<file path="config.mk">
export PLATFORM = sky130hd
export DESIGN_NAME = shifter_timer_flag_bank
export DESIGN_NICKNAME = d
export VERILOG_FILES = /design/src/rtl/shifter_timer_flag_bank_pkg.sv /design/src/rtl/shifter_timer_flag_bank.sv
export VERILOG_INCLUDE_DIRS = /design/src /design/src/rtl
export SDC_FILE = /design/constraint.sdc
export NUM_CORES = 1
export LEC_CHECK = 0
export BUFFER_PORTS_ARGS = -buffer_cell sky130_fd_sc_hd__buf_4
export CAP_MARGIN = 20
export CORE_AREA = 2 2 219 221
export CTS_BUF_LIST = sky130_fd_sc_hd__clkbuf_8 sky130_fd_sc_hd__clkbuf_16
export DETAILED_ROUTE_END_ITERATION = 8
export DIE_AREA = 0 0 221 223
export PLACE_DENSITY = 0.6
export SYNTH_ARGS = -nofsm -noshare
export SYNTH_HDL_FRONTEND = slang
export SYNTH_SLANG_ARGS = --single-unit
</file>
<file path="constraint.sdc">
create_clock -name clock -period 2.9 [get_ports clock]
set_input_delay 0.145 -clock clock [delete_from_list [all_inputs] [get_ports clock]]
set_output_delay 0.145 -clock clock [all_outputs]
set_load 0.01 [all_outputs]
</file>
<file path="src/rtl/shifter_timer_flag_bank_regs.svh">
/*
  Register offsets, field positions, masks and reset values of the
  shifter and timer flag bank. Assumes byte addresses on a 12-bit
  register port with one 32-bit word per register.
*/
`ifndef SHIFTER_TIMER_FLAG_BANK_REGS_SVH
`define SHIFTER_TIMER_FLAG_BANK_REGS_SVH

// Register byte offsets
`define SSTAT_OFS 12'h010
`define SERR_OFS 12'h014
`define TSTAT_OFS 12'h018
`define SSIEN_OFS 12'h020
`define SEIEN_OFS 12'h024
`define TIEN_OFS 12'h028
`define SSDEN_OFS 12'h030
`define SCTL_BASE 12'h080
`define HBUF_BASE 12'h200
`define REG_STRIDE 12'h004

// Flag registers hold one bit per unit in the low four bits
`define FLAG_MASK 32'h0000000f
// Writable bits of a shifter control word; the rest read zero
`define SCTL_MASK 32'h03830787
`define MODE_LSB 0
`define MODE_MSB 2

// Reset values
`define FLAG_RST 4'h0
`define SCTL_RST 32'h00000000
`define HBUF_RST 32'h00000000
`define RDATA_RST 32'h00000000

`endif

</file>
<file path="src/rtl/shifter_timer_flag_bank_pkg.sv">
/*
  Types shared by the shifter and timer flag bank: shifter and timer
  mode encodings. Assumes the register header supplies all other numbers.
*/
package shifter_timer_flag_bank_pkg;

  // Shifter mode field encoding
  typedef enum logic [2:0] {
    SMODE_OFF = 3'h0,
    SMODE_RX = 3'h1,
    SMODE_TX = 3'h2,
    SMODE_MSTORE = 3'h4,
    SMODE_MCONT = 3'h5
  } shifter_mode_type;

  // Timer counting mode encoding
  typedef enum logic [1:0] {
    TMODE_OFF = 2'h0,
    TMODE_CNT8 = 2'h1,
    TMODE_PWM8 = 2'h2,
    TMODE_CNT16 = 2'h3
  } timer_mode_type;

endpackage

</file>
<file path="src/rtl/shifter_timer_flag_bank.sv">
/*
  Flag, enable and shifter control register bank of a serial I/O engine
  with four shifters and four timers, plus the four holding buffers.
  Assumes the shifter datapaths and timer counters sit outside on the
  same clock and hand over single-cycle event pulses and live values.
*/
// Chosen here: the strobed register port.
// Function
// [RULE1] Receive: status sets when buffer loaded from shifter, clears on buffer read.
// [RULE2] Transmit: status sets on buffer-to-shifter move or entering transmit; clears on write.
// [RULE3] Match store: status sets on match, clears on buffer read.
// [RULE4] Match continuous: status reads the live shifter-to-buffer comparison.
// [RULE5] Writing one clears status except in match continuous; zero does nothing.
// [RULE6] Receive error: overrun, or start/stop bit at wrong level.
// [RULE7] Transmit error: shifter wants data before software wrote fresh data.
// [RULE8] Match store error: new match before stored match was read.
// [RULE9] Match continuous error: set whenever shifter matches buffer.
// [RULE10] Error clears by writing one; match continuous buffer read also clears.
// [RULE11] 8-bit counter: upper byte zero and decrement sets flag and reloads.
// [RULE12] 8-bit PWM: upper byte zero and decrement sets flag and reloads.
// [RULE13] 16-bit counter: whole count zero and decrement sets flag and reloads.
// [RULE14] Timer flag clears only by writing one.
// [RULE15] Shifter status interrupt when flag set and its enable is one.
// [RULE16] Shifter error interrupt when flag set and its enable is one.
// [RULE17] Timer interrupt when flag set and its enable is one.
// [RULE18] DMA request while status flag set and its DMA enable is one.
// [RULE19] Flag and enable registers use low four bits; upper read zero.
// [RULE20] Four shifter control registers at consecutive words from 0x80.
// [RULE21] Receive copies shifter contents into holding buffer on timer expiry.
// [RULE22] One level interrupt output while any enabled flag stays set.
`timescale 1ns/1ps
`include "shifter_timer_flag_bank_regs.svh"

module shifter_timer_flag_bank (
  input wire logic clock,
  input wire logic rst,
  input wire logic ce,
  input wire logic [11:0] addr,
  input wire logic [31:0] wrData,
  input wire logic wrEn,
  input wire logic rdEn,
  output logic [31:0] rdData,
  input wire logic [3:0][31:0] shiftData,
  input wire logic [3:0] timerExpire,
  input wire logic [3:0] startStopError,
  output logic [3:0][31:0] holdingBuffer,
  output logic [3:0][31:0] shifterControl,
  input wire shifter_timer_flag_bank_pkg::timer_mode_type [3:0] timerMode,
  input wire logic [3:0][15:0] timerCount,
  input wire logic [3:0] timerDecrement,
  output logic [3:0] timerReload,
  output logic irq,
  output logic [3:0] dmaReq
);
  import shifter_timer_flag_bank_pkg::*;

  // True when the port address selects word idx of a register group
  function automatic logic groupHit(input logic [11:0] a, input logic [11:0] base, input int idx);
    logic [11:0] ofs;
    ofs = 12'(idx) * `REG_STRIDE;
    return a == (base + ofs);
  endfunction

  // Reload condition of one timer for its counting mode
  function automatic logic reloadDue(input timer_mode_type m, input logic [15:0] cnt, input logic dec);
    logic hit;
    hit = 1'b0;
    unique case (m)
      TMODE_CNT8: hit = cnt[15:8] == 8'h00; // [RULE11]
      TMODE_PWM8: hit = cnt[15:8] == 8'h00; // [RULE12]
      TMODE_CNT16: hit = cnt == 16'h0000; // [RULE13]
      TMODE_OFF: hit = 1'b0;
    endcase
    return hit && dec;
  endfunction

  logic [3:0] statusReg, statusNext;
  logic [3:0] errorReg, errorNext;
  logic [3:0] timerFlagReg, timerFlagNext;
  logic [3:0] statusIenReg, errorIenReg, timerIenReg, dmaEnReg;
  logic [3:0][31:0] ctlReg, ctlNext;
  logic [3:0][31:0] bufReg, bufNext;
  logic [31:0] rdDataNext;

  // Register decode
  wire wrStat = wrEn && addr == `SSTAT_OFS;
  wire wrErr = wrEn && addr == `SERR_OFS;
  wire wrTim = wrEn && addr == `TSTAT_OFS;
  wire wrSien = wrEn && addr == `SSIEN_OFS;
  wire wrEien = wrEn && addr == `SEIEN_OFS;
  wire wrTien = wrEn && addr == `TIEN_OFS;
  wire wrSden = wrEn && addr == `SSDEN_OFS;
  wire [3:0] w1cBits = wrData[3:0];

  logic [3:0] ctlHit, bufHit;
  logic [3:0] liveMatch;
  logic [3:0] statusView;
  shifter_mode_type [3:0] mode;

  // Per-shifter decode, mode and live comparison
  always_comb begin
    for (int i = 0; i < 4; i++) begin
      ctlHit[i] = groupHit(addr, `SCTL_BASE, i); // [RULE20]
      bufHit[i] = groupHit(addr, `HBUF_BASE, i);
      mode[i] = shifter_mode_type'(ctlReg[i][`MODE_MSB:`MODE_LSB]);
      liveMatch[i] = shiftData[i] == bufReg[i];
      // Continuous match has no latched bit, so software sees the compare
      statusView[i] = mode[i] == SMODE_MCONT ? liveMatch[i] : statusReg[i]; // [RULE4]
    end
  end

  // Shifter flags, buffers and control; every set term wins over a clear
  always_comb begin
    logic rx, tx, ms, mc, exp, rdB, wrB, setS, clrS, setE, clrE, enterTx;
    rx = 1'b0;
    tx = 1'b0;
    ms = 1'b0;
    mc = 1'b0;
    exp = 1'b0;
    rdB = 1'b0;
    wrB = 1'b0;
    setS = 1'b0;
    clrS = 1'b0;
    setE = 1'b0;
    clrE = 1'b0;
    enterTx = 1'b0;
    statusNext = statusReg;
    errorNext = errorReg;
    ctlNext = ctlReg;
    bufNext = bufReg;
    for (int i = 0; i < 4; i++) begin
      rx = mode[i] == SMODE_RX;
      tx = mode[i] == SMODE_TX;
      ms = mode[i] == SMODE_MSTORE;
      mc = mode[i] == SMODE_MCONT;
      exp = timerExpire[i];
      rdB = rdEn && bufHit[i];
      wrB = wrEn && bufHit[i];
      // Entering transmit mode reports an empty buffer at once
      enterTx = wrEn && ctlHit[i] && !tx
        && wrData[`MODE_MSB:`MODE_LSB] == SMODE_TX; // [RULE2]
      setS = (rx && exp) // [RULE1]
        || (tx && exp && !statusReg[i]) // [RULE2]
        || (ms && exp && liveMatch[i]) // [RULE3]
        || enterTx; // [RULE2]
      clrS = (wrStat && w1cBits[i] && !mc) // [RULE5]
        || ((rx || ms) && rdB) // [RULE1] [RULE3]
        || (tx && wrB); // [RULE2]
      statusNext[i] = setS || (statusReg[i] && !clrS);
      setE = (rx && exp && statusReg[i]) // [RULE6]
        || (rx && startStopError[i]) // [RULE6]
        || (tx && exp && statusReg[i]) // [RULE7]
        || (ms && exp && liveMatch[i] && statusReg[i]) // [RULE8]
        || (mc && liveMatch[i]); // [RULE9]
      clrE = (wrErr && w1cBits[i]) || (mc && rdB); // [RULE10]
      errorNext[i] = setE || (errorReg[i] && !clrE);
      if (wrEn && ctlHit[i]) begin
        ctlNext[i] = wrData & `SCTL_MASK;
      end
      // A capture from the shifter beats a software write in the same cycle
      if (rx && exp) begin
        bufNext[i] = shiftData[i]; // [RULE21]
      end else if (wrB) begin
        bufNext[i] = wrData;
      end
    end
  end

  // Timer flags and reload strobes
  always_comb begin
    for (int i = 0; i < 4; i++) begin
      timerReload[i] = reloadDue(timerMode[i], timerCount[i], timerDecrement[i]); // [RULE11] [RULE12] [RULE13]
      timerFlagNext[i] = timerReload[i]
        || (timerFlagReg[i] && !(wrTim && w1cBits[i])); // [RULE14]
    end
  end

  // Read data mux; reserved bits and unmapped words read zero
  always_comb begin
    rdDataNext = `RDATA_RST;
    unique case (addr)
      `SSTAT_OFS: rdDataNext[3:0] = statusView; // [RULE19]
      `SERR_OFS: rdDataNext[3:0] = errorReg;
      `TSTAT_OFS: rdDataNext[3:0] = timerFlagReg;
      `SSIEN_OFS: rdDataNext[3:0] = statusIenReg;
      `SEIEN_OFS: rdDataNext[3:0] = errorIenReg;
      `TIEN_OFS: rdDataNext[3:0] = timerIenReg;
      `SSDEN_OFS: rdDataNext[3:0] = dmaEnReg;
      default: begin
        for (int i = 0; i < 4; i++) begin
          if (ctlHit[i]) begin
            rdDataNext = ctlReg[i];
          end
          if (bufHit[i]) begin
            rdDataNext = bufReg[i];
          end
        end
      end
    endcase
  end

  // Flag and enable state; clock enable freezes everything
  always_ff @(posedge clock) begin
    if (rst) begin
      statusReg <= `FLAG_RST;
      errorReg <= `FLAG_RST;
      timerFlagReg <= `FLAG_RST;
      statusIenReg <= `FLAG_RST;
      errorIenReg <= `FLAG_RST;
      timerIenReg <= `FLAG_RST;
      dmaEnReg <= `FLAG_RST;
    end else if (ce) begin
      statusReg <= statusNext;
      errorReg <= errorNext;
      timerFlagReg <= timerFlagNext;
      if (wrSien) statusIenReg <= wrData[3:0]; // [RULE19]
      if (wrEien) errorIenReg <= wrData[3:0];
      if (wrTien) timerIenReg <= wrData[3:0];
      if (wrSden) dmaEnReg <= wrData[3:0];
    end
  end

  // Control words, holding buffers and the registered read answer
  always_ff @(posedge clock) begin
    if (rst) begin
      ctlReg <= {4{`SCTL_RST}};
      bufReg <= {4{`HBUF_RST}};
      rdData <= `RDATA_RST;
    end else if (ce) begin
      ctlReg <= ctlNext;
      bufReg <= bufNext;
      rdData <= rdEn ? rdDataNext : `RDATA_RST;
    end
  end

  assign holdingBuffer = bufReg;
  assign shifterControl = ctlReg;

  // Request outputs follow the flags as levels
  assign dmaReq = statusView & dmaEnReg; // [RULE18]
  assign irq = |(statusView & statusIenReg) // [RULE15] [RULE22]
    || |(errorReg & errorIenReg) // [RULE16]
    || |(timerFlagReg & timerIenReg); // [RULE17]

endmodule // shifter_timer_flag_bank

</file>
==> flow_summary.ini <==
[route]
routed_wire_length_per_instance_um = 25.7
antenna_left = 0
vias_after_detailed_routing = 16816
detail_route.drc_violations = 0
drt-pass1-iter-count = 5
routed_via_density = 5.51
routed_wl_um = 78600
drtIter0Drc = 1483

[cts]
cts-htree-levels = 1
cts_made_buffers = 30
ctsRootBufferMaster = sky130_fd_sc_hd__clkbuf_16
clk_pin_slew_ps = 60
clock_tree_from_tritoncts = done
ctsLongestPathBuffers = 3
cts.sink_count = 236
clock_latency_ps = 580

[pwr]
power_mw = 8.56
peakVddDrop_uv = 443
leakagePower_nw = 8.34
power_density_mw_per_mm2 = 389

[cells_and_area]
final_util_pct = 46.7
final_nets = 2674
layout-drive-gt1-share_pct = 28.2
fin_cells = 3051
count_of_fill_cells_added_during_filler_insertion = 4527
area.growth.synth_to_final_pct = 51.5
layout.cell_area.non_filler_mm2 = 0.0220

[floorplan]
dieHeight_um = 223
design.die.area_mm2 = 0.0493
core-area_mm2 = 0.0471
initial_core_util_pct = 30.8
fp.dieW_um = 221
top_level_ports = 558
rows = 80

[place]
gp_congestion = 1.01
place_ws_ps = 202
numPortBuffers = 477
placed_cells = 2779
dpl-instance-area_mm2 = 0.0187
dp_hpwl_um = 58700

[logic_synthesis]
synth.largest_area_cell = sky130_fd_sc_hd__dfxtp_1
synth_seq_cells = 236
number_of_synthesized_flops_with_an_enable_pin = 0
area_contributors_post_synth = sky130_fd_sc_hd__dfxtp_1 33%, sky130_fd_sc_hd__mux2i_1 9.9%, sky130_fd_sc_hd__a211oi_1 5.6%, sky130_fd_sc_hd__nor2_1 5.3%, sky130_fd_sc_hd__buf_4 4.2%
synth-async-reset-ratio_pct = 0
post_synthesis_instance_area_mm2 = 0.0145
syn-instance-count = 1748
synth_sequential_area_ratio_pct = 32.5
avg_synthesized_cell_area_um2 = 8.32
yosysUniqueCellTypes = 75
share_of_the_synthesized_area_in_the_top_cell_type_pct = 32.5
synth_flop_cell = sky130_fd_sc_hd__dfxtp_1
synth.yosys.warnings = 0

[sta]
final.period_utilization_pct = 101
final_critical_path_required_period_ps = 2940
timing_max_transition_violations_final = 0
worst_slack_ps = -38.9
achievable-frequency_mhz = 340
timing.final.hold_violations = 0
finalClockSkew_ps = 12.3
slew_headroom_pct = 41.8
unrepaired_setup_endpoints_after_global_routing = yes
report.final.setup_viol = 1
worstMarginPinSlew_ps = 861

[status]
failed_checks = setup timing
outcome = complete, but fails checks

[hold_path]
hp-class = input port to flip-flop

[global_routing]
globalRoute.totalOverflow = 0
grt_pass1_vias = 16297
grt_start_max_net_pins = 135
grt_use_met2_pct = 50.0
gr-max-usage-layer = met2
grt_first_pass_wirelength_um = 111000
globalRouteMet3Util_pct = 6.30
grt_use_met1_pct = 36.3
grt_antenna_before_repair = 2
globalRouteTotalUtil_pct = 30.3

[job]
number_of_max_capacitance_violations_reported = 0

[setup_path]
cp-start-kind = flip-flop
critical_path_class = flip-flop to output port
critPathMaxFanout = 4
setup_crit_end_kind = output port
critical_path_arrival_ps = 2790
worst_ep_required_time_ps = 2760
==> cell usage after synthesis (all sizes together) (6+ instances only) <==
| master | count |
|---|---|
| nand3b | 8 |
| inv | 8 |
| a22oi | 53 |
| a22o | 7 |
| mux2 | 6 |
| mux2i | 144 |
| nor2 | 211 |
| a21oi | 122 |
| nor4b | 8 |
| nor4 | 35 |
| and3 | 8 |
| a221oi | 11 |
| a31oi | 8 |
| nand4b | 10 |
| and2 | 6 |
| buf | 130 |
| xnor2 | 64 |
| o21ai | 38 |
| clkbuf | 80 |
| nor2b | 17 |
| dfxtp | 236 |
| o22ai | 12 |
| nand3 | 36 |
| nor3 | 23 |
| nand2 | 152 |
| xor2 | 64 |
| nand2b | 8 |
| a211oi | 136 |
| nand4 | 25 |
==> layer usage <==
layer  wire, um  up-vias  share of wire, %
met5          0        -                 0
met4       5290        0               6.7
met3       6880      193               8.8
met2      36600     1034                47
met1      29800     8069                38
li1           -     7520                 -
==> repair_timing <==
| action | 4_1_cts | 5_1_grt |
|---|---|---|
| hold endpoints to repair | 184 | 0 |
| hold buffers | 210 | 0 |
| pin swaps | 5 | 9 |
| gates resized for setup | 12 | 14 |
| setup buffers | 3 | 0 |
| endpoints found under the setup margin | 4 | 4 |
| cloned | 0 | 0 |
==> kinds of logic after synthesis <==
family / count (synthesis) / synth area share [%]
simple gates: 575 / 19.5
compound gates: 435 / 21.1
flops: 236 / 32.5
buf+inv: 218 / 8.26
mux: 151 / 10.5
xor+xnor: 128 / 7.71
fa+ha+maj: 4 / 0.344
other cells: 1 / 0.0258
==> report_power, final <==
part           internal (mW)  switching, mW
combinational          0.557          0.622
clock                   2.54           1.60
sequential              3.24       0.000501
total                   6.34           2.22
==> layout make-up <==
| class | instances | area, um2 | share of cell area [%] |
|---|---|---|---|
| multi-input combinational | 1373 | 9040 | 41.0 |
| inverter | 8 | 30.0 | 0.136 |
| antenna | 5 | 12.5 | 0.0568 |
| sequential | 236 | 4730 | 21.5 |
| clock inverter | 16 | 204 | 0.926 |
| timing repair buffer | 760 | 6360 | 28.9 |
| clock buffer | 38 | 872 | 3.96 |
| tap | 615 | 769 | 3.49 |
==> flip-flops by register name, indices dropped and copies added, names as in the netlist <==
name            flops
statusIenReg        4
errorReg            4
errorIenReg         4
shifterControl     48
rdData             32
timerFlagReg        4
holdingBuffer     128
timerIenReg         4
dmaEnReg            4
statusReg           4
==> worst max-delay path, cell delays in order (launching register included) <==
cell and delay, ps:
sky130_fd_sc_hd__dfxtp_4 370, sky130_fd_sc_hd__xor2_4 180, sky130_fd_sc_hd__nor4_4 340, sky130_fd_sc_hd__nand4_1 200, sky130_fd_sc_hd__or4_4 590, sky130_fd_sc_hd__o221ai_4 210
sky130_fd_sc_hd__a221o_1 200, sky130_fd_sc_hd__buf_6 120
==> placed cells by master (no fill, tap or decap), types with 53 or more instances in the layout <==
master                          netlist  layout
sky130_fd_sc_hd__dlygate4sd3_1        0     210
sky130_fd_sc_hd__dfxtp_1            236     230
sky130_fd_sc_hd__a21oi_1            121     121
sky130_fd_sc_hd__a211oi_1           108     108
sky130_fd_sc_hd__conb_1               1      80
sky130_fd_sc_hd__nand2_1            152     152
sky130_fd_sc_hd__a22oi_1             53      53
sky130_fd_sc_hd__nor2_1             206     205
sky130_fd_sc_hd__buf_4               82     538
sky130_fd_sc_hd__xor2_1              64      62
sky130_fd_sc_hd__xnor2_1             64      62
sky130_fd_sc_hd__mux2i_1            144     144
==> per-stage QoR <==
step	setup TNS, ps	hold slack [ps]
2_1_floorplan	0	354
3_3_place_gp	0	453
3_5_place_dp	0	460
4_1_cts	-131	6.61
5_1_grt	-120	14.3
6_report	-38.9	11.2
==> worst paths after layout <==
| path | startpoint | to | slack (ps) | depth (start not counted) |
|---|---|---|---|---|
| min | shiftData[60] | holdingBuffer[60] | 10 | 3 |
| max reg2reg | shifterControl[32] | holdingBuffer[61] | 200 | 6 |
| max | holdingBuffer[67] | irq | -40 | 7 |
| min reg2reg | shifterControl[80] | shifterControl[80] | 470 | 2 |
No activity file was read; power rests on OpenSTA's default activity.
